--- src/sdi_pkg.sv ---
// Shared constants and types for the serial converter input link
`default_nettype none
package sdi_pkg;
    // Local clock
    localparam int unsigned MCLK_HZ = 50_000_000;
    localparam int unsigned MCLK_NS = 20;
    // Fastest bit clock the device side accepts
    localparam int unsigned BCLK_MAX_HZ = 12_000_000;
    // Host bit clock half period in mclk cycles (160 ns period)
    localparam logic [3:0] BCLK_HALF_CYC = 4'h4;
    // Width of the convert strobe low pulse from the host
    localparam int unsigned STROBE_LOW_NS = 80;
    localparam logic [3:0] STROBE_LOW_CYC = 4'((STROBE_LOW_NS + MCLK_NS - 1) / MCLK_NS);
    // Word lengths in bits
    localparam logic [5:0] LEN_SHORT = 6'h10;
    localparam logic [5:0] LEN_LONG = 6'h12;
    localparam logic [5:0] LEN_CHAIN = 6'h20;
    // Least strobe spacing in bit clock periods
    localparam logic [5:0] GAP_NORMAL = 6'h18;
    localparam logic [5:0] GAP_CHAIN = 6'h28;
    // Converter code width and its zero code
    localparam int unsigned CODE_W = 18;
    localparam logic [17:0] CODE_ZERO = 18'h0_0000;
    // Frame output level at reset (select low means idle high)
    localparam logic FRAME_RESET = 1'b1;
    // Synchronised pin vector positions in the device
    localparam int unsigned PIN_BCLK = 0;
    localparam int unsigned PIN_STB = 1;
    localparam int unsigned PIN_POL = 2;
    localparam int unsigned PIN_WLEN = 3;
    localparam int unsigned PIN_CHAIN = 4;
    localparam int unsigned PIN_HOLD = 5;
    localparam int unsigned PIN_ZRST_N = 6;
    localparam int unsigned PIN_DA = 7;
    localparam int unsigned PIN_DB = 8;
    localparam int unsigned PIN_N = 9;
    // Device capture sequence
    typedef enum logic [1:0] {
        SDI_D_IDLE = 2'b00,
        SDI_D_PEND = 2'b01,
        SDI_D_PULSE = 2'b11,
        SDI_D_SHIFT = 2'b10
    } sdi_dev_state_e;
    // Host transfer sequence
    typedef enum logic [2:0] {
        SDI_H_IDLE = 3'b000,
        SDI_H_STROBE = 3'b001,
        SDI_H_WAIT = 3'b011,
        SDI_H_SEND = 3'b010,
        SDI_H_GAP = 3'b110
    } sdi_host_state_e;
endpackage
`default_nettype wire

--- src/sdi_link_if.sv ---
// Link wires between the host serial port and the converter front end
`default_nettype none
interface sdi_link_if;
    logic bit_clock_in;
    logic convert_strobe_in;
    logic frame_sync;
    logic serial_data_in_a;
    logic serial_data_in_b;
    logic frame_polarity_select;
    logic word_length_select;
    logic chained_word_select;
    logic latch_hold;
    logic zero_reset_n;
    modport device (
        input bit_clock_in, convert_strobe_in, serial_data_in_a, serial_data_in_b,
        input frame_polarity_select, word_length_select, chained_word_select,
        input latch_hold, zero_reset_n,
        output frame_sync
    );
    modport host (
        output bit_clock_in, convert_strobe_in, serial_data_in_a, serial_data_in_b,
        output frame_polarity_select, word_length_select, chained_word_select,
        output latch_hold, zero_reset_n,
        input frame_sync
    );
endinterface
`default_nettype wire

--- src/sdi_host.sv ---
// Host serial port end: bit clock divider, strobes, word shifting, strap levels
`default_nettype none
module sdi_host
    import sdi_pkg::*;
(
    // Clock and reset
    input wire logic mclk,
    input wire logic srst,
    // Link to the converter
    sdi_link_if.host link,
    // Transfer request
    input wire logic send_req,
    input wire logic [17:0] send_code_a,
    input wire logic [17:0] send_code_b,
    output logic send_ready,
    // Configuration levels
    input wire logic cfg_word_short,
    input wire logic cfg_chain,
    input wire logic cfg_frame_high,
    input wire logic cfg_hold,
    input wire logic cfg_zero
);

    ////////////////////////////////////////////////////////////////////////
    // Bit clock divider

    logic [3:0] div_cnt;
    logic bclk_rise;
    logic bclk_fall;

    // Free running clock, toggled every half period
    always_ff @(posedge mclk) begin
        if (srst) begin
            div_cnt <= 4'h0;
            link.bit_clock_in <= 1'b0;
        end else if (div_cnt == BCLK_HALF_CYC - 4'h1) begin
            div_cnt <= 4'h0;
            link.bit_clock_in <= ~link.bit_clock_in;
        end else begin
            div_cnt <= div_cnt + 4'h1;
        end
    end

    assign bclk_rise = (div_cnt == BCLK_HALF_CYC - 4'h1) & ~link.bit_clock_in;
    assign bclk_fall = (div_cnt == BCLK_HALF_CYC - 4'h1) & link.bit_clock_in;

    ////////////////////////////////////////////////////////////////////////
    // Strap levels

    // Chained mode forces short words; zeroing forces hold low
    always_ff @(posedge mclk) begin
        if (srst) begin
            link.frame_polarity_select <= 1'b0;
            link.word_length_select <= 1'b0;
            link.chained_word_select <= 1'b0;
            link.latch_hold <= 1'b0;
            link.zero_reset_n <= 1'b1;
        end else begin
            link.frame_polarity_select <= cfg_frame_high;
            link.word_length_select <= cfg_word_short | cfg_chain; // RULE13
            link.chained_word_select <= cfg_chain;
            link.latch_hold <= cfg_hold & ~cfg_zero; // RULE16
            link.zero_reset_n <= ~cfg_zero;
        end
    end

    ////////////////////////////////////////////////////////////////////////
    // Frame detection

    logic frame_meta;
    logic frame_sync_q;
    logic frame_act_prev;
    logic frame_act;
    logic frame_seen;

    // Frame is from the other end, so two flops before use
    always_ff @(posedge mclk) begin
        frame_meta <= link.frame_sync;
        frame_sync_q <= frame_meta;
    end

    assign frame_act = frame_sync_q ~^ link.frame_polarity_select;

    ////////////////////////////////////////////////////////////////////////
    // Transfer sequence

    sdi_host_state_e state;
    logic [31:0] out_shift;
    logic [17:0] out_b; // Own word for line b, two 18-bit words do not fit in 32 bits
    logic [5:0] out_len;
    logic [5:0] sent_cnt;
    logic [5:0] gap_min;
    logic [5:0] gap_cnt;
    logic [3:0] stb_cnt;

    // Frame start is remembered until the host enters the strobe state again
    always_ff @(posedge mclk) begin
        if (srst) begin
            frame_act_prev <= 1'b0;
            frame_seen <= 1'b0;
        end else begin
            frame_act_prev <= frame_act;
            if (frame_act && !frame_act_prev) begin
                frame_seen <= 1'b1;
            end else if (state == SDI_H_STROBE) begin
                frame_seen <= 1'b0;
            end
        end
    end

    // Strobe, wait for frame, shift MSB first on falling edges, then keep the gap
    always_ff @(posedge mclk) begin
        if (srst) begin
            state <= SDI_H_IDLE;
            link.convert_strobe_in <= 1'b1;
            link.serial_data_in_a <= 1'b0;
            link.serial_data_in_b <= 1'b0;
            out_shift <= 32'h0000_0000;
            out_b <= 18'h0_0000;
            out_len <= LEN_LONG;
            gap_min <= GAP_NORMAL;
            sent_cnt <= 6'h00;
            stb_cnt <= 4'h0;
            send_ready <= 1'b0;
        end else begin
            case (state)
                SDI_H_IDLE: begin
                    send_ready <= 1'b1;
                    if (send_req) begin
                        send_ready <= 1'b0;
                        state <= SDI_H_STROBE;
                        link.convert_strobe_in <= 1'b0;
                        stb_cnt <= 4'h0;
                        sent_cnt <= 6'h00;
                        if (cfg_chain) begin
                            out_shift <= {send_code_a[17:2], send_code_b[17:2]}; // RULE1
                            out_b <= 18'h0_0000;
                            out_len <= LEN_CHAIN;
                            gap_min <= GAP_CHAIN; // RULE5
                        end else if (cfg_word_short) begin
                            out_shift <= {send_code_a[17:2], 16'h0000};
                            out_b <= {send_code_b[17:2], 2'b00};
                            out_len <= LEN_SHORT;
                            gap_min <= GAP_NORMAL; // RULE5
                        end else begin
                            out_shift <= {send_code_a, 14'h0000};
                            out_b <= send_code_b;
                            out_len <= LEN_LONG;
                            gap_min <= GAP_NORMAL;
                        end
                    end
                end
                SDI_H_STROBE: begin
                    stb_cnt <= stb_cnt + 4'h1;
                    if (stb_cnt == STROBE_LOW_CYC - 4'h1) begin
                        link.convert_strobe_in <= 1'b1;
                        state <= SDI_H_WAIT;
                    end
                end
                SDI_H_WAIT: begin
                    if (bclk_fall && frame_seen) begin
                        state <= SDI_H_SEND;
                        sent_cnt <= 6'h01;
                        link.serial_data_in_a <= out_shift[31];
                        link.serial_data_in_b <= (out_len == LEN_CHAIN) ? out_shift[31] : out_b[17];
                        out_shift <= {out_shift[30:0], 1'b0};
                        out_b <= {out_b[16:0], 1'b0};
                    end
                end
                SDI_H_SEND: begin
                    if (bclk_fall) begin
                        if (sent_cnt == out_len) begin
                            link.serial_data_in_a <= 1'b0;
                            link.serial_data_in_b <= 1'b0;
                            state <= SDI_H_GAP;
                        end else begin
                            sent_cnt <= sent_cnt + 6'h01;
                            link.serial_data_in_a <= out_shift[31];
                            link.serial_data_in_b <= (out_len == LEN_CHAIN) ? out_shift[31] : out_b[17];
                            out_shift <= {out_shift[30:0], 1'b0};
                            out_b <= {out_b[16:0], 1'b0};
                        end
                    end
                end
                SDI_H_GAP: begin
                    if (gap_cnt > gap_min) begin
                        state <= SDI_H_IDLE; // RULE5
                    end
                end
                default: begin
                    state <= SDI_H_IDLE;
                end
            endcase
        end
    end

    // Bit clock periods since the strobe, saturating
    always_ff @(posedge mclk) begin
        if (srst || state == SDI_H_STROBE) begin
            gap_cnt <= 6'h00;
        end else if (bclk_rise && gap_cnt != 6'h3f) begin
            gap_cnt <= gap_cnt + 6'h01;
        end
    end

endmodule
`default_nettype wire

--- src/flat_wrapper.sv ---
// flat-port wrapper written by rule: the top's interface ports become plain ports
module sdi_host_flat import sdi_pkg::*;
  (mclk, srst, send_req, send_code_a, send_code_b, send_ready, cfg_word_short, cfg_chain, cfg_frame_high, cfg_hold, cfg_zero, link_bit_clock_in, link_convert_strobe_in, link_serial_data_in_a, link_serial_data_in_b, link_frame_polarity_select, link_word_length_select, link_chained_word_select, link_latch_hold, link_zero_reset_n, link_frame_sync);
  sdi_link_if link_i ();
  input wire logic mclk;
  input wire logic srst;
  input wire logic send_req;
  input wire logic [17:0] send_code_a;
  input wire logic [17:0] send_code_b;
  output logic send_ready;
  input wire logic cfg_word_short;
  input wire logic cfg_chain;
  input wire logic cfg_frame_high;
  input wire logic cfg_hold;
  input wire logic cfg_zero;
  output wire logic [$bits(link_i.bit_clock_in)-1:0] link_bit_clock_in;
  output wire logic [$bits(link_i.convert_strobe_in)-1:0] link_convert_strobe_in;
  output wire logic [$bits(link_i.serial_data_in_a)-1:0] link_serial_data_in_a;
  output wire logic [$bits(link_i.serial_data_in_b)-1:0] link_serial_data_in_b;
  output wire logic [$bits(link_i.frame_polarity_select)-1:0] link_frame_polarity_select;
  output wire logic [$bits(link_i.word_length_select)-1:0] link_word_length_select;
  output wire logic [$bits(link_i.chained_word_select)-1:0] link_chained_word_select;
  output wire logic [$bits(link_i.latch_hold)-1:0] link_latch_hold;
  output wire logic [$bits(link_i.zero_reset_n)-1:0] link_zero_reset_n;
  input wire logic [$bits(link_i.frame_sync)-1:0] link_frame_sync;
  assign link_bit_clock_in = link_i.bit_clock_in;
  assign link_convert_strobe_in = link_i.convert_strobe_in;
  assign link_serial_data_in_a = link_i.serial_data_in_a;
  assign link_serial_data_in_b = link_i.serial_data_in_b;
  assign link_frame_polarity_select = link_i.frame_polarity_select;
  assign link_word_length_select = link_i.word_length_select;
  assign link_chained_word_select = link_i.chained_word_select;
  assign link_latch_hold = link_i.latch_hold;
  assign link_zero_reset_n = link_i.zero_reset_n;
  assign link_i.frame_sync = link_frame_sync;
  sdi_host u_core (.mclk(mclk), .srst(srst), .link(link_i), .send_req(send_req), .send_code_a(send_code_a), .send_code_b(send_code_b), .send_ready(send_ready), .cfg_word_short(cfg_word_short), .cfg_chain(cfg_chain), .cfg_frame_high(cfg_frame_high), .cfg_hold(cfg_hold), .cfg_zero(cfg_zero));
endmodule
--- config.mk ---
export PLATFORM = sky130hd
export DESIGN_NAME = sdi_host_flat
export DESIGN_NICKNAME = d
export VERILOG_FILES = /design/src/sdi_pkg.sv /design/src/sdi_link_if.sv /design/src/sdi_host.sv /design/src/flat_wrapper.sv
export SDC_FILE = /design/constraint.sdc
export NUM_CORES = 1
export LEC_CHECK = 0
export ABC_AREA = 1
export ABC_CLOCK_PERIOD_IN_PS = 1700
export CAP_MARGIN = 20
export CORE_MARGIN = 4
export CORE_UTILIZATION = 53
export DETAILED_ROUTE_END_ITERATION = 10
export DONT_BUFFER_PORTS = 1
export PLACE_DENSITY = 0.68
export SLEW_MARGIN = 20
export SYNTH_ARGS = -nofsm -noshare
export SYNTH_HDL_FRONTEND = slang
export SYNTH_SLANG_ARGS = --single-unit
--- constraint.sdc ---
create_clock -name mclk -period 1.7 [get_ports mclk]
set_input_delay 0 -clock mclk [delete_from_list [all_inputs] [get_ports mclk]]
set_output_delay 0 -clock mclk [all_outputs]
set_load 0.03 [all_outputs]
## Yosys cells after proc, flatten, opt, wreduce, memory -nomap -nowiden

Cells that the tools add are included.

| word-level totals | value |
|---|---|
| logic and storage cells | 114 |
| bits of input ports | 45 |
| output and inout bits | 10 |
| bits in registers | 99 |

| operators by class | value |
|---|---|
| reduce and logical (&&, ||, !) cells | 17 |
| multiplexer cells | 46 |
| eq/ne operators | 16 |
| $lt $le $gt $ge | 1 |
| add/subtract/negate cells | 4 |
| bitwise gates (word level) | 7 |

Operators by type and width:

| cell | number |
|---|---|
| $mux W32 | 4 |
| $pmux W32 S3 | 1 |
| $mux W18 | 5 |
| $pmux W18 S3 | 1 |
| $mux W6 | 6 |
| $mux W16 | 2 |
| $mux W3 | 6 |
| $pmux W6 S3 | 1 |
| $pmux W3 S5 | 1 |
| $add A6 B1 Y6 const B | 2 |
| $mux W1 | 12 |
| $ne A2 B1 Y1 const B | 5 |
| $add A4 B1 Y4 const B | 2 |
| $eq A4 B2 Y1 const B | 2 |
| $pmux W4 S2 | 1 |
| $eq A3 B2 Y1 const B | 2 |
| $eq A6 B6 Y1 | 1 |
| $eq A6 B6 Y1 const B | 1 |
| $gt A6 B6 Y1 | 1 |
| $ne A6 B6 Y1 const B | 1 |
| $pmux W1 S2 | 3 |
| $reduce_and A3 Y1 | 2 |
| $reduce_and A6 Y1 | 1 |
| $reduce_bool A2 Y1 | 3 |
| other kinds (17) | 25 |

## Depth between registers and ports, before layout

Gate-level depths: netlist of run 1.

| depth | value |
|---|---|
| depth after elaboration | 5 |
| depth in mapped cells | 11 |
| mapped depth without buffers | 11 |

## Least setup slack after synthesis of run 1

No wires, ideal clock.

| timing path | value |
|---|---|
| path kind | flip-flop to flip-flop |
| from | reg u_core.link.bit_clock_in |
| to | reg u_core.out_b[1] |
| data required time | 1587 ps |
| path buffers | 1 |
| data arrival time | 1458 ps |
| period minus slack after synthesis | 1570 ps |
| stages on the path, launching flop included | 9 |
| library setup time | 113 ps |
| setup slack | 130 ps |
| cell sequence | dfxtp_1 nand3_1 a21oi_2 nand2_1 nor2_4 buf_4 nand2_1 nand2_1 nor2_1 |

| between the ends | value |
|---|---|
| longest elaborated chain between the ends | 4 |
| elaborated cells on any way between the ends | 5 |
| classes of those cells | 2 x eq/ne; 1 x bitwise; 2 x reduce/logical |

Ends and longest elaborated chain:

| what | RTL line | text |
|---|---|---|
| start: declaration | sdi_link_if.sv:21 | `output bit_clock_in, convert_strobe_in, serial_data_in_a, serial_data_in_b,` |
| start signal: assignment | sdi_host.sv:38 | `link.bit_clock_in <= ~link.bit_clock_in;` |
| $and A1 B1 Y1 * | sdi_host.sv:45 | `assign bclk_fall = (div_cnt == BCLK_HALF_CYC - 4'h1) & link.bit_clock_in;` |
| $logic_and A1 B1 Y1 | sdi_host.sv:161 | `if (bclk_fall && frame_seen) begin` |
| $ne A2 B1 Y1 (no source line) | n/a |  |
| $reduce_and A5 Y1 (no source line) * | n/a |  |
| end signal: assignment | sdi_host.sv:147 | `out_b <= send_code_b;` |
| end signal: assignment | sdi_host.sv:167 | `out_b <= {out_b[16:0], 1'b0};` |
| end signal: assignment | sdi_host.sv:181 | `out_b <= {out_b[16:0], 1'b0};` |
| end: declaration | sdi_host.sv:89 | `logic [17:0] out_b;` |

Mark *: on every way between the ends. The rest lies on a longest branch, timed or not.
A chain may end at the register's enable or synchronous reset.

## Worst setup path in the final report of run 1

| timing path | value |
|---|---|
| from | reg u_core.div_cnt[1] |
| to | reg u_core.out_shift[22] |

| between the ends | value |
|---|---|
| longest elaborated chain between the ends | 5 |
| elaborated cells on any way between the ends | 6 |
| classes of those cells | 3 x eq/ne; 1 x bitwise; 2 x reduce/logical |

Ends and longest elaborated chain:

| what | RTL line | text |
|---|---|---|
| start: declaration | sdi_host.sv:27 | `logic [3:0] div_cnt;` |
| start signal: assignment | sdi_host.sv:40 | `div_cnt <= div_cnt + 4'h1;` |
| $eq A4 B2 Y1 * | sdi_host.sv:45 |  |
| $and A1 B1 Y1 * | sdi_host.sv:45 |  |
| $logic_and A1 B1 Y1 | sdi_host.sv:161 |  |
| $ne A2 B1 Y1 (no source line) | n/a |  |
| $reduce_and A5 Y1 (no source line) * | n/a |  |
| end signal: assignment | sdi_host.sv:146 | `out_shift <= {send_code_a, 14'h0000};` |
| end signal: assignment | sdi_host.sv:166 | `out_shift <= {out_shift[30:0], 1'b0};` |
| end signal: assignment | sdi_host.sv:180 | `out_shift <= {out_shift[30:0], 1'b0};` |
| end: declaration | sdi_host.sv:88 | `logic [31:0] out_shift;` |

Marks and branches as above.

==> results.yml, run 1 <==
logic_synthesis:
  yosysSeqAreaShare_pct: 39.71
  synthFlopType: "dfxtp_1"
  synth_most_common_cell: "nand2_1"
  yosysWarnings: 0
  synth_edf_count: 0
  synth.distinct_cells: 30
  yosys-top-cells-area: "dfxtp_1, nand2_1, nor2_1, inv_1, nand3_1"
  yosysTopAreaCellShare_pct: 39.71
  synth_commonest_cells: "nand2_1, nor2_1, dfxtp_1"
  syn-num-nets: 779
  netlist_instances: 727
  netlist_area_um2: 4537
  yosysTopAreaCell: "dfxtp_1"
  ys_async_sr_fraction_pct: 0
  avgSynthCellArea_um2: 6.241
  ys_ff_latch: 90
min_path:
  hp-class: "input pin to register"
route:
  wl_per_cell_um: 11.99
  drt_iter0_drc: 185
  vias: 4414
  ant_nets: 0
  drc: 0
  routed_wl_um: 10650
  vias_per_cell: 4.971
  dr.pass1.iters: 4
floorplan:
  core_area_um2: 8258
  die_h_um: 100.5
  io_pins: 55
  fp.dieW_um: 100.5
  std_cell_rows: 33
  start_util_pct: 54.94
  die_area_um2: 10100
grt:
  grt_usage_pct: 20.44
  globalRouteOverflowTotal: 0
  grt_pass1_vias: 3827
  use_met1_pct: 27.54
  antenna_found_initial: 1
  use_met2_pct: 33.59
  use_met3_pct: 3.945
  busiest_layer: "met2"
  grt_pass1_wl_um: 17180
  grt_start_max_net_pins: 55
clock_network:
  cts.sinks: 90
  numCtsBuffers: 9
  cts-htree-levels: 3
  clk_pin_slew_ps: 100
  clk_path_buf_depth: 2
  clkLatencyLatePin_ps: 350
  cts_tree: "yes"
  root_buffer: "clkbuf_8"
finish:
  instances_no_fill: 888
  design_area_um2: 5572
  drive_gt1_share_pct: 9.579
  fin_nets: 830
  nFillCells: 734
  n_antenna_cell: 0
  area_delta_synth_final_pct: 22.81
  fin_util_pct: 67.47
place:
  dp_hpwl_um: 6583
  post-place-cells: 815
  placed_cell_area_um2: 4677
  portBuffers: 0
  routabilityCongestion: 0.8341
worst_setup_path:
  worstPathArrival_ps: 1900
  reg2reg_slack_ps: 60
  cp.required_ps: 1960
  worst-path-max-fanout: 12
  end_kind: "register"
  path_class: "register to register"
  cp-start-kind: "register"
sta:
  drv_slew: 0
  setup_viol: 0
  finalCritPeriodShare_pct: 96.23
  slew_headroom_pct: 51.81
  period_minus_slack_ps: 1636
  fin_setup_tns_ps: 0
  fmax_ghz: 0.6113
  hold_viol_final: 0
  finClkSkew_ps: 15.25
  hold_ws_ps: 65.99
  worst_pin_slew_ps: 720.4
  rsz0062_at_grt: "true"
run_status:
  status: "finished, final reports clean"
power_and_ir_drop:
  power_per_cell_area_nw_per_um2: 1830
  p_leak_nw: 2.688
  max-vdd-ir-drop_mv: 0.8935
run:
  maxCapViolCount: 0
==> metrics by stage <==
step	setup slack, ps	power, mW
after floorplan	129.7	6.797
after global placement	61.40	7.525
after detailed placement	-36.80	7.679
after CTS	5.903	9.700
after global routing	-38.00	11.11
final	64.13	10.19
==> timing repair <==
action	CTS	global route
endpoints found under the setup margin	25	58
resized for setup	11	19
setup buffers	6	3
hold endpoints to repair	86	0
pin swaps	4	3
gates cloned	2	2
hold buffers	44	0
==> layer usage <==
metal / vias up / wire, um
li1: 2335 / -
met1: 1984 / 4998
met2: 81 / 5067
met3: 12 / 462
met4: 2 / 103
met5: - / 13
==> cells by family (layout without fill, tap and decap cells) <==
logic type,count (synthesis),after routing,synth area share (%)
adder cells (fa/ha/maj),7,7,1.930
buffers and inverters,113,169,10.09
XOR/XNOR,1,1,0.1931
AO/OA/AOI/OAI,67,67,7.722
AND/OR/NAND/NOR,449,449,40.35
flip-flops,90,90,39.71
==> state kept, by name (all words and copies together), names as in the netlist <==
name                               flops
u_core.link.chained_word_select        1
u_core.div_cnt                         4
u_core.state                           3
u_core.stb_cnt                         4
u_core.frame_sync_q                    1
u_core.link.word_length_select         1
u_core.gap_cnt                         6
u_core.frame_seen                      1
u_core.link.bit_clock_in               1
u_core.out_shift                      32
u_core.link.serial_data_in_b           1
u_core.gap_min                         1
u_core.link.frame_polarity_select      1
u_core.link.zero_reset_n               1
u_core.out_len                         2
u_core.frame_act_prev                  1
u_core.out_b                          18
u_core.send_ready                      1
u_core.link.convert_strobe_in          1
u_core.frame_meta                      1
u_core.link.latch_hold                 1
u_core.sent_cnt                        6
u_core.link.serial_data_in_a           1
==> cell usage in the layout (no fill, tap or decap), types with 6 or more instances in the layout <==
cell type      synthesis  final
a21oi_1               24     24
buf_4                  5     20
clkbuf_8               0     10
dfxtp_1               90     84
dlygate4sd3_1          0     44
ha_1                   7      6
inv_1                 78     77
nand2_1              229    228
nand3_1               50     49
nand4_1                6      6
nor2_1               148    141
nor2_4                 2      6
o21ai_0               38     37
==> final timing paths <==
check | depth (start not counted) | to | start
min | 4 | u_core.sent_cnt[2]$_SDFFE_PP0P_ | send_req
min reg2reg | 0 | u_core.frame_sync_q$_DFF_P_ | u_core.frame_meta$_DFF_P_
max | 9 | u_core.out_shift[22]$_SDFFE_PP0P_ | u_core.div_cnt[1]$_SDFF_PP0_
max reg2reg | 9 | u_core.out_shift[22]$_SDFFE_PP0P_ | u_core.div_cnt[1]$_SDFF_PP0_
==> area by class of cell <==
| class | count | area [um2] | share of cell area [%] |
|---|---|---|---|
| Clock inverter | 6 | 42.54 | 0.7635 |
| Multi-Input combinational cell | 524 | 2359 | 42.33 |
| Inverter | 81 | 309.0 | 5.547 |
| Tap cell | 105 | 131.4 | 2.358 |
| Clock buffer | 10 | 137.6 | 2.470 |
| Sequential cell | 90 | 1812 | 32.52 |
| Timing Repair Buffer | 72 | 780.7 | 14.01 |
==> report_power, final <==
| group | internal (mW) | switching, mW |
|---|---|---|
| Clock | 0.572 | 0.786 |
| Combinational | 2.36 | 3.16 |
| Sequential | 2.88 | 0.442 |
==> worst max-delay path: stages (launching register included) <==
cell and delay, ps:
dfxtp_2 360, ha_4 160, nand3_2 130, a21oi_4 200, nand2_2 90, nor2_4 140
bufbuf_16 290, nand2_1 70, nand2_1 70, nor2_1 40
Power figures use the tool's default switching activity.
==> run 2: changes to the inputs <==
==> constraint.sdc (replaced) <==
create_clock -name mclk -period 1.7 [get_ports mclk]
set_input_delay 0.085 -clock mclk [delete_from_list [all_inputs] [get_ports mclk]]
set_output_delay 0.085 -clock mclk [all_outputs]
set_load 0.03 [all_outputs]
==> results.yml, run 2 (synthesized netlist as in run 1, its figures left out) <==
run_status:
  status: "finished, final reports clean"
power_and_ir_drop:
  max-vdd-ir-drop_mv: 0.8361
  p_leak_nw: 2.555
  p_total_mw: 9.979
  power_frac_seq_pct: 33.0
  power_frac_comb_pct: 52.4
  power_per_cell_area_nw_per_um2: 1891
  switching_power_mw: 4.219
  power.internal_mw: 5.760
  pwr-share-clk_pct: 14.7
  swShare_pct: 42.28
route:
  routed_wl_um: 10380
  drc: 0
  dr.pass1.iters: 4
  drt_iter0_drc: 233
  wl_per_cell_um: 12.07
  vias_per_cell: 5.002
  ant_nets: 0
  vias: 4302
sta:
  setup_slack_ps: 75.72
  finalCritPeriodShare_pct: 95.55
  slew_headroom_pct: 53.19
  drv_slew: 0
  worst_pin_slew_ps: 699.9
  fmax_ghz: 0.6157
  finClkSkew_ps: 19.10
  setup_viol: 0
  period_minus_slack_ps: 1624
  fin_setup_tns_ps: 0
  hold_viol_final: 0
finish:
  reg.largest.list: "u_core.out_shift (32), u_core.out_b (18)"
  fin_nets: 802
  nFillCells: 754
  largest_reg_flops: 32
  final_common_cell: "nand2_1"
  regMostFlops: "u_core.out_shift"
  fin_util_pct: 63.89
  n_antenna_cell: 0
  area_delta_synth_final_pct: 16.30
  final_cell_mix: "nand2_1, nor2_1, dfxtp_1"
  drive_gt1_share_pct: 10.20
place:
  place_ws_ps: -16.70
  dp_hpwl_um: 6894
  routabilityCongestion: 0.8756
  portBuffers: 0
grt:
  grt_start_max_net_pins: 44
  grt_usage_pct: 20.13
  antenna_found_initial: 0
  grt_pass1_wl_um: 16770
  globalRouteOverflowTotal: 0
  grt_pass1_vias: 3839
clock_network:
  clk_pin_slew_ps: 100
  clkLatencyLatePin_ps: 360
  root_buffer: "clkbuf_8"
  clk_path_buf_depth: 2
  cts.sinks: 90
  cts_tree: "yes"
  cts-htree-levels: 3
  numCtsBuffers: 9
floorplan:
  io_pins: 55
  std_cell_rows: 33
  die_area_um2: 10100
  fp.dieW_um: 100.5
  die_h_um: 100.5
  start_util_pct: 54.94
  core_area_um2: 8258
worst_setup_path:
  cp.required_ps: 1940
  end_kind: "register"
  path_class: "register to register"
  cp-start-kind: "register"
  worstPathArrival_ps: 1870
  worst-path-max-fanout: 6
run:
  maxCapViolCount: 0
min_path:
  hp-class: "input pin to register"
## run 2: cell types whose count changed in the layout (fill, tap and decap cells not counted), sizes merged, moves of 2 or more
cell,before,now
dlygate4sd3,44,14
buf,25,28
clkbuf,12,14
clkinv,5,3
## run 2: power groups by stage
stage | clock (mW) | combinational, mW | sequential [mW]
after floorplan | 0 | 3.55 | 3.25
after global placement | 0 | 4.41 | 3.29
after detailed placement | 0 | 4.54 | 3.31
after CTS | 1.50 | 4.60 | 3.27
after global routing | 1.58 | 6.01 | 3.37
final | 1.46 | 5.23 | 3.29
## run 2: per-layer routing
layer  share of wire (%)  global-route usage (%)
met5                   0                       0
met4                 1.4                   7.047
met3                 5.7                   4.567
met2                  46                   33.23
met1                  47                   25.88
## run 2: layout make-up
class	count	area (um2)	share of cell area, %
Timing Repair Buffer	44	479.2	9.082
Sequential cell	90	1809	34.29
Clock inverter	4	51.30	0.9723
Tap cell	105	131.4	2.490
Inverter	81	307.8	5.834
Clock buffer	12	145.1	2.751
Multi-Input combinational cell	524	2352	44.58
## run 2: stage by stage
step           hold WS, ps  area (um2)  instances
2_1_floorplan        112.7        4537        727
3_3_place_gp         112.8        4727        820
3_5_place_dp         112.8        4727        820
4_1_cts             0.9946        5071        850
5_1_grt              30.65        5276        860
6_report             12.67        5276        860
## run 2: worst paths after layout
kind / end / cells after the start / from / slack (ps)
setup / recovery: u_core.sent_cnt[1]$_SDFFE_PP0P_ / 10 / u_core.div_cnt[2]$_SDFF_PP0_ / 80
setup reg to reg: u_core.sent_cnt[1]$_SDFFE_PP0P_ / 10 / u_core.div_cnt[2]$_SDFF_PP0_ / 80
hold / removal: u_core.out_b[5]$_SDFFE_PP0P_ / 4 / send_code_b[5] / 10
hold reg to reg: u_core.frame_sync_q$_DFF_P_ / 0 / u_core.frame_meta$_DFF_P_ / 330
## run 2: timing repair
action | CTS | global route
setup buffers | 0 | 8
endpoints found under the hold margin | 28 | 0
hold buffers | 14 | 0
gates resized for setup | 2 | 25
pin swaps | 1 | 8
cloned | 0 | 2
setup endpoints to repair | 27 | 59
## run 2: critical path, cell delays in order, from the launching register on
cell and delay (ps):
dfxtp_1 360, nor2_4 170, nand4_1 170, nand2_1 170
nand2_2 110, nor2_4 120, buf_12 140, buf_4 140
nand2_1 50, nand2_1 50, nor2_1 40
==> run 3: changes to the inputs <==
--- a/config.mk
+++ b/config.mk
@@ -6,8 +6,9 @@
 export NUM_CORES = 1
 export LEC_CHECK = 0
 export ABC_AREA = 1
-export ABC_CLOCK_PERIOD_IN_PS = 1700
+export ABC_CLOCK_PERIOD_IN_PS = 2000
 export CAP_MARGIN = 20
+export CORE_ASPECT_RATIO = 1.25
 export CORE_MARGIN = 4
 export CORE_UTILIZATION = 53
 export DETAILED_ROUTE_END_ITERATION = 10
==> constraint.sdc (replaced) <==
create_clock -name mclk -period 2 [get_ports mclk]
set_input_delay 0.1 -clock mclk [delete_from_list [all_inputs] [get_ports mclk]]
set_output_delay 0.1 -clock mclk [all_outputs]
set_load 0.03 [all_outputs]
==> results.yml, run 3 (synthesized netlist as in run 1, its figures left out) <==
run_status:
  status: "finished, final reports clean"
grt:
  antenna_found_initial: 0
  grt_pass1_vias: 3854
  globalRouteOverflowTotal: 0
  grt_start_max_net_pins: 67
  grt_pass1_wl_um: 16890
  grt_usage_pct: 20.02
floorplan:
  std_cell_rows: 37
  fp.dieW_um: 90.76
  die_h_um: 111.4
  die_area_um2: 10110
  core_area_um2: 8287
  io_pins: 55
  start_util_pct: 54.75
worst_setup_path:
  worstPathArrival_ps: 2030
  path_cells: "ha_1 > nand3_1 > a21oi_2 > nand2_1 > nor2_4 > buf_12 > nand2_1 > nand2_1 > nor2_1"
  max_stage_delay_ps: 360
  cp.required_ps: 2260
  path_class: "register to register"
  worstRegToRegCells: 9
  timing.rr.end: "u_core.out_shift[14]$_SDFFE_PP0P_"
  crit_top_cell: "nand2_1"
  reg2reg_slack_ps: 220
  crit_slowest_cell: "dfxtp_1"
  cp-start-kind: "register"
  reg2reg_from: "u_core.div_cnt[0]$_SDFF_PP0_"
  worst-path-stages: 9
  end_kind: "register"
  path_buf_inv: 1
  worst-path-max-fanout: 50
  path_delay_family: "simple AND/OR/NAND/NOR gates"
clock_network:
  cts.sinks: 90
  clk_pin_slew_ps: 90
  cts-htree-levels: 3
  cts_tree: "yes"
  root_buffer: "clkbuf_8"
  clk_path_buf_depth: 2
  clkLatencyLatePin_ps: 360
  numCtsBuffers: 9
  post_cts_resized: 0
finish:
  fin_util_pct: 59.79
  reg.largest.list: "u_core.out_shift (32), u_core.out_b (18)"
  fin_nets: 779
  largest_reg_flops: 32
  instances_no_fill: 828
  area_delta_synth_final_pct: 9.211
  final_cell_mix: "nand2_1, nor2_1, dfxtp_1"
  regMostFlops: "u_core.out_shift"
  n_antenna_cell: 0
  drive_gt1_share_pct: 4.788
  final_common_cell: "nand2_1"
  nFillCells: 839
place:
  dp_hpwl_um: 6503
  routabilityCongestion: 0.9245
  post-place-cells: 799
  place_ws_ps: 238.5
  portBuffers: 0
route:
  dr.pass1.iters: 4
  ant_nets: 0
  vias: 4105
  routed_wl_um: 9756
  wl_per_cell_um: 11.78
  drt_iter0_drc: 192
  vias_per_cell: 4.958
  drc: 0
sta:
  rsz0062_at_grt: "false"
  fmax_ghz: 0.5632
  hold_viol_final: 0
  finalCritPeriodShare_pct: 88.78
  finClkSkew_ps: 12.46
  period_minus_slack_ps: 1776
  worst_pin_slew_ps: 707.6
  hold_ws_ps: 14.69
  setup_slack_ps: 224.4
  drv_slew: 0
  slew_headroom_pct: 52.67
  setup_viol: 0
  fin_setup_tns_ps: 0
power_and_ir_drop:
  power_per_cell_area_nw_per_um2: 1554
  swShare_pct: 43.26
  p_leak_nw: 2.427
  pwr-share-clk_pct: 17.2
  power.internal_mw: 4.370
  power_frac_comb_pct: 46.6
  switching_power_mw: 3.331
  max-vdd-ir-drop_mv: 0.7367
  power_frac_seq_pct: 36.2
min_path:
  min_from: "cfg_chain"
  holdPathEnd: "u_core.out_shift[5]$_SDFFE_PP0P_"
  timing.hold.worst_path_depth: 4
  hp-class: "input pin to register"
run:
  maxCapViolCount: 0
==> run 3: cell types whose count changed in the layout (fill, tap and decap cells not counted), sizes merged <==
cell    previous run  this run
buf               28         7
clkbuf            14        10
bufinv             1         2
clkinv             3         2
inv               79        80
==> run 3: power by group through the flow <==
stage                     clock [mW]  sequential, mW  combinational [mW]
after floorplan                    0            2.76                3.01
after CTS                       1.36            2.79                3.63
after global placement             0            2.82                3.47
final                           1.32            2.79                3.59
after detailed placement           0            2.83                3.58
after global routing            1.43            2.85                4.25
==> run 3: metal layers <==
metal | share of wire, % | global-route usage, %
met1 | 44 | 22.97
met5 | 0 | 0
met2 | 50 | 35.68
met4 | 1.9 | 7.150
met3 | 4.5 | 5.203
==> run 3: metrics by stage <==
stage / power, mW / area [um2]
after floorplan: 5.777 / 4537
after global placement: 6.286 / 4607
after detailed placement: 6.410 / 4607
after CTS: 7.781 / 4955
after global routing: 8.538 / 4955
final: 7.701 / 4955
==> run 3: layout make-up <==
cell class                      instances  area [um2]  area share (%)
Inverter                               81       304.0           6.136
Sequential cell                        90        1802           36.36
Timing Repair Buffer                   21       242.7           4.899
Multi-Input combinational cell        524        2277           45.96
Tap cell                               97       121.4           2.449
Clock inverter                          5       80.08           1.616
Clock buffer                           10       127.6           2.576
==> run 3: worst max path at each step <==
stage	slack, ps	endpoint	start
floorplan	430	u_core.out_b[1]$_SDFFE_PP0P_	u_core.link.bit_clock_in$_SDFFE_PP0N_
CTS	230	u_core.out_shift[20]$_SDFFE_PP0P_	u_core.div_cnt[0]$_SDFF_PP0_
finish	220	u_core.out_shift[14]$_SDFFE_PP0P_	u_core.div_cnt[0]$_SDFF_PP0_
global route	50	u_core.out_shift[19]$_SDFFE_PP0P_	u_core.div_cnt[0]$_SDFF_PP0_
global placement	310	u_core.out_shift[17]$_SDFFE_PP0P_	u_core.div_cnt[0]$_SDFF_PP0_
detailed placement	240	u_core.out_shift[20]$_SDFFE_PP0P_	u_core.div_cnt[0]$_SDFF_PP0_
==> run 3: what timing repair did <==
action	4_1_cts	5_1_grt
buffers inserted	0	0
hold buffers	14	0
hold endpoints to repair	30	0
==> run 3: worst reg2reg max path, cell delays in order (launching register included) <==
cell	delay (ps)
dfxtp_1	360
ha_1	260
nand3_1	160
a21oi_2	250
nand2_1	120
nor2_4	110
buf_12	220
nand2_1	100
nand2_1	60
nor2_1	40
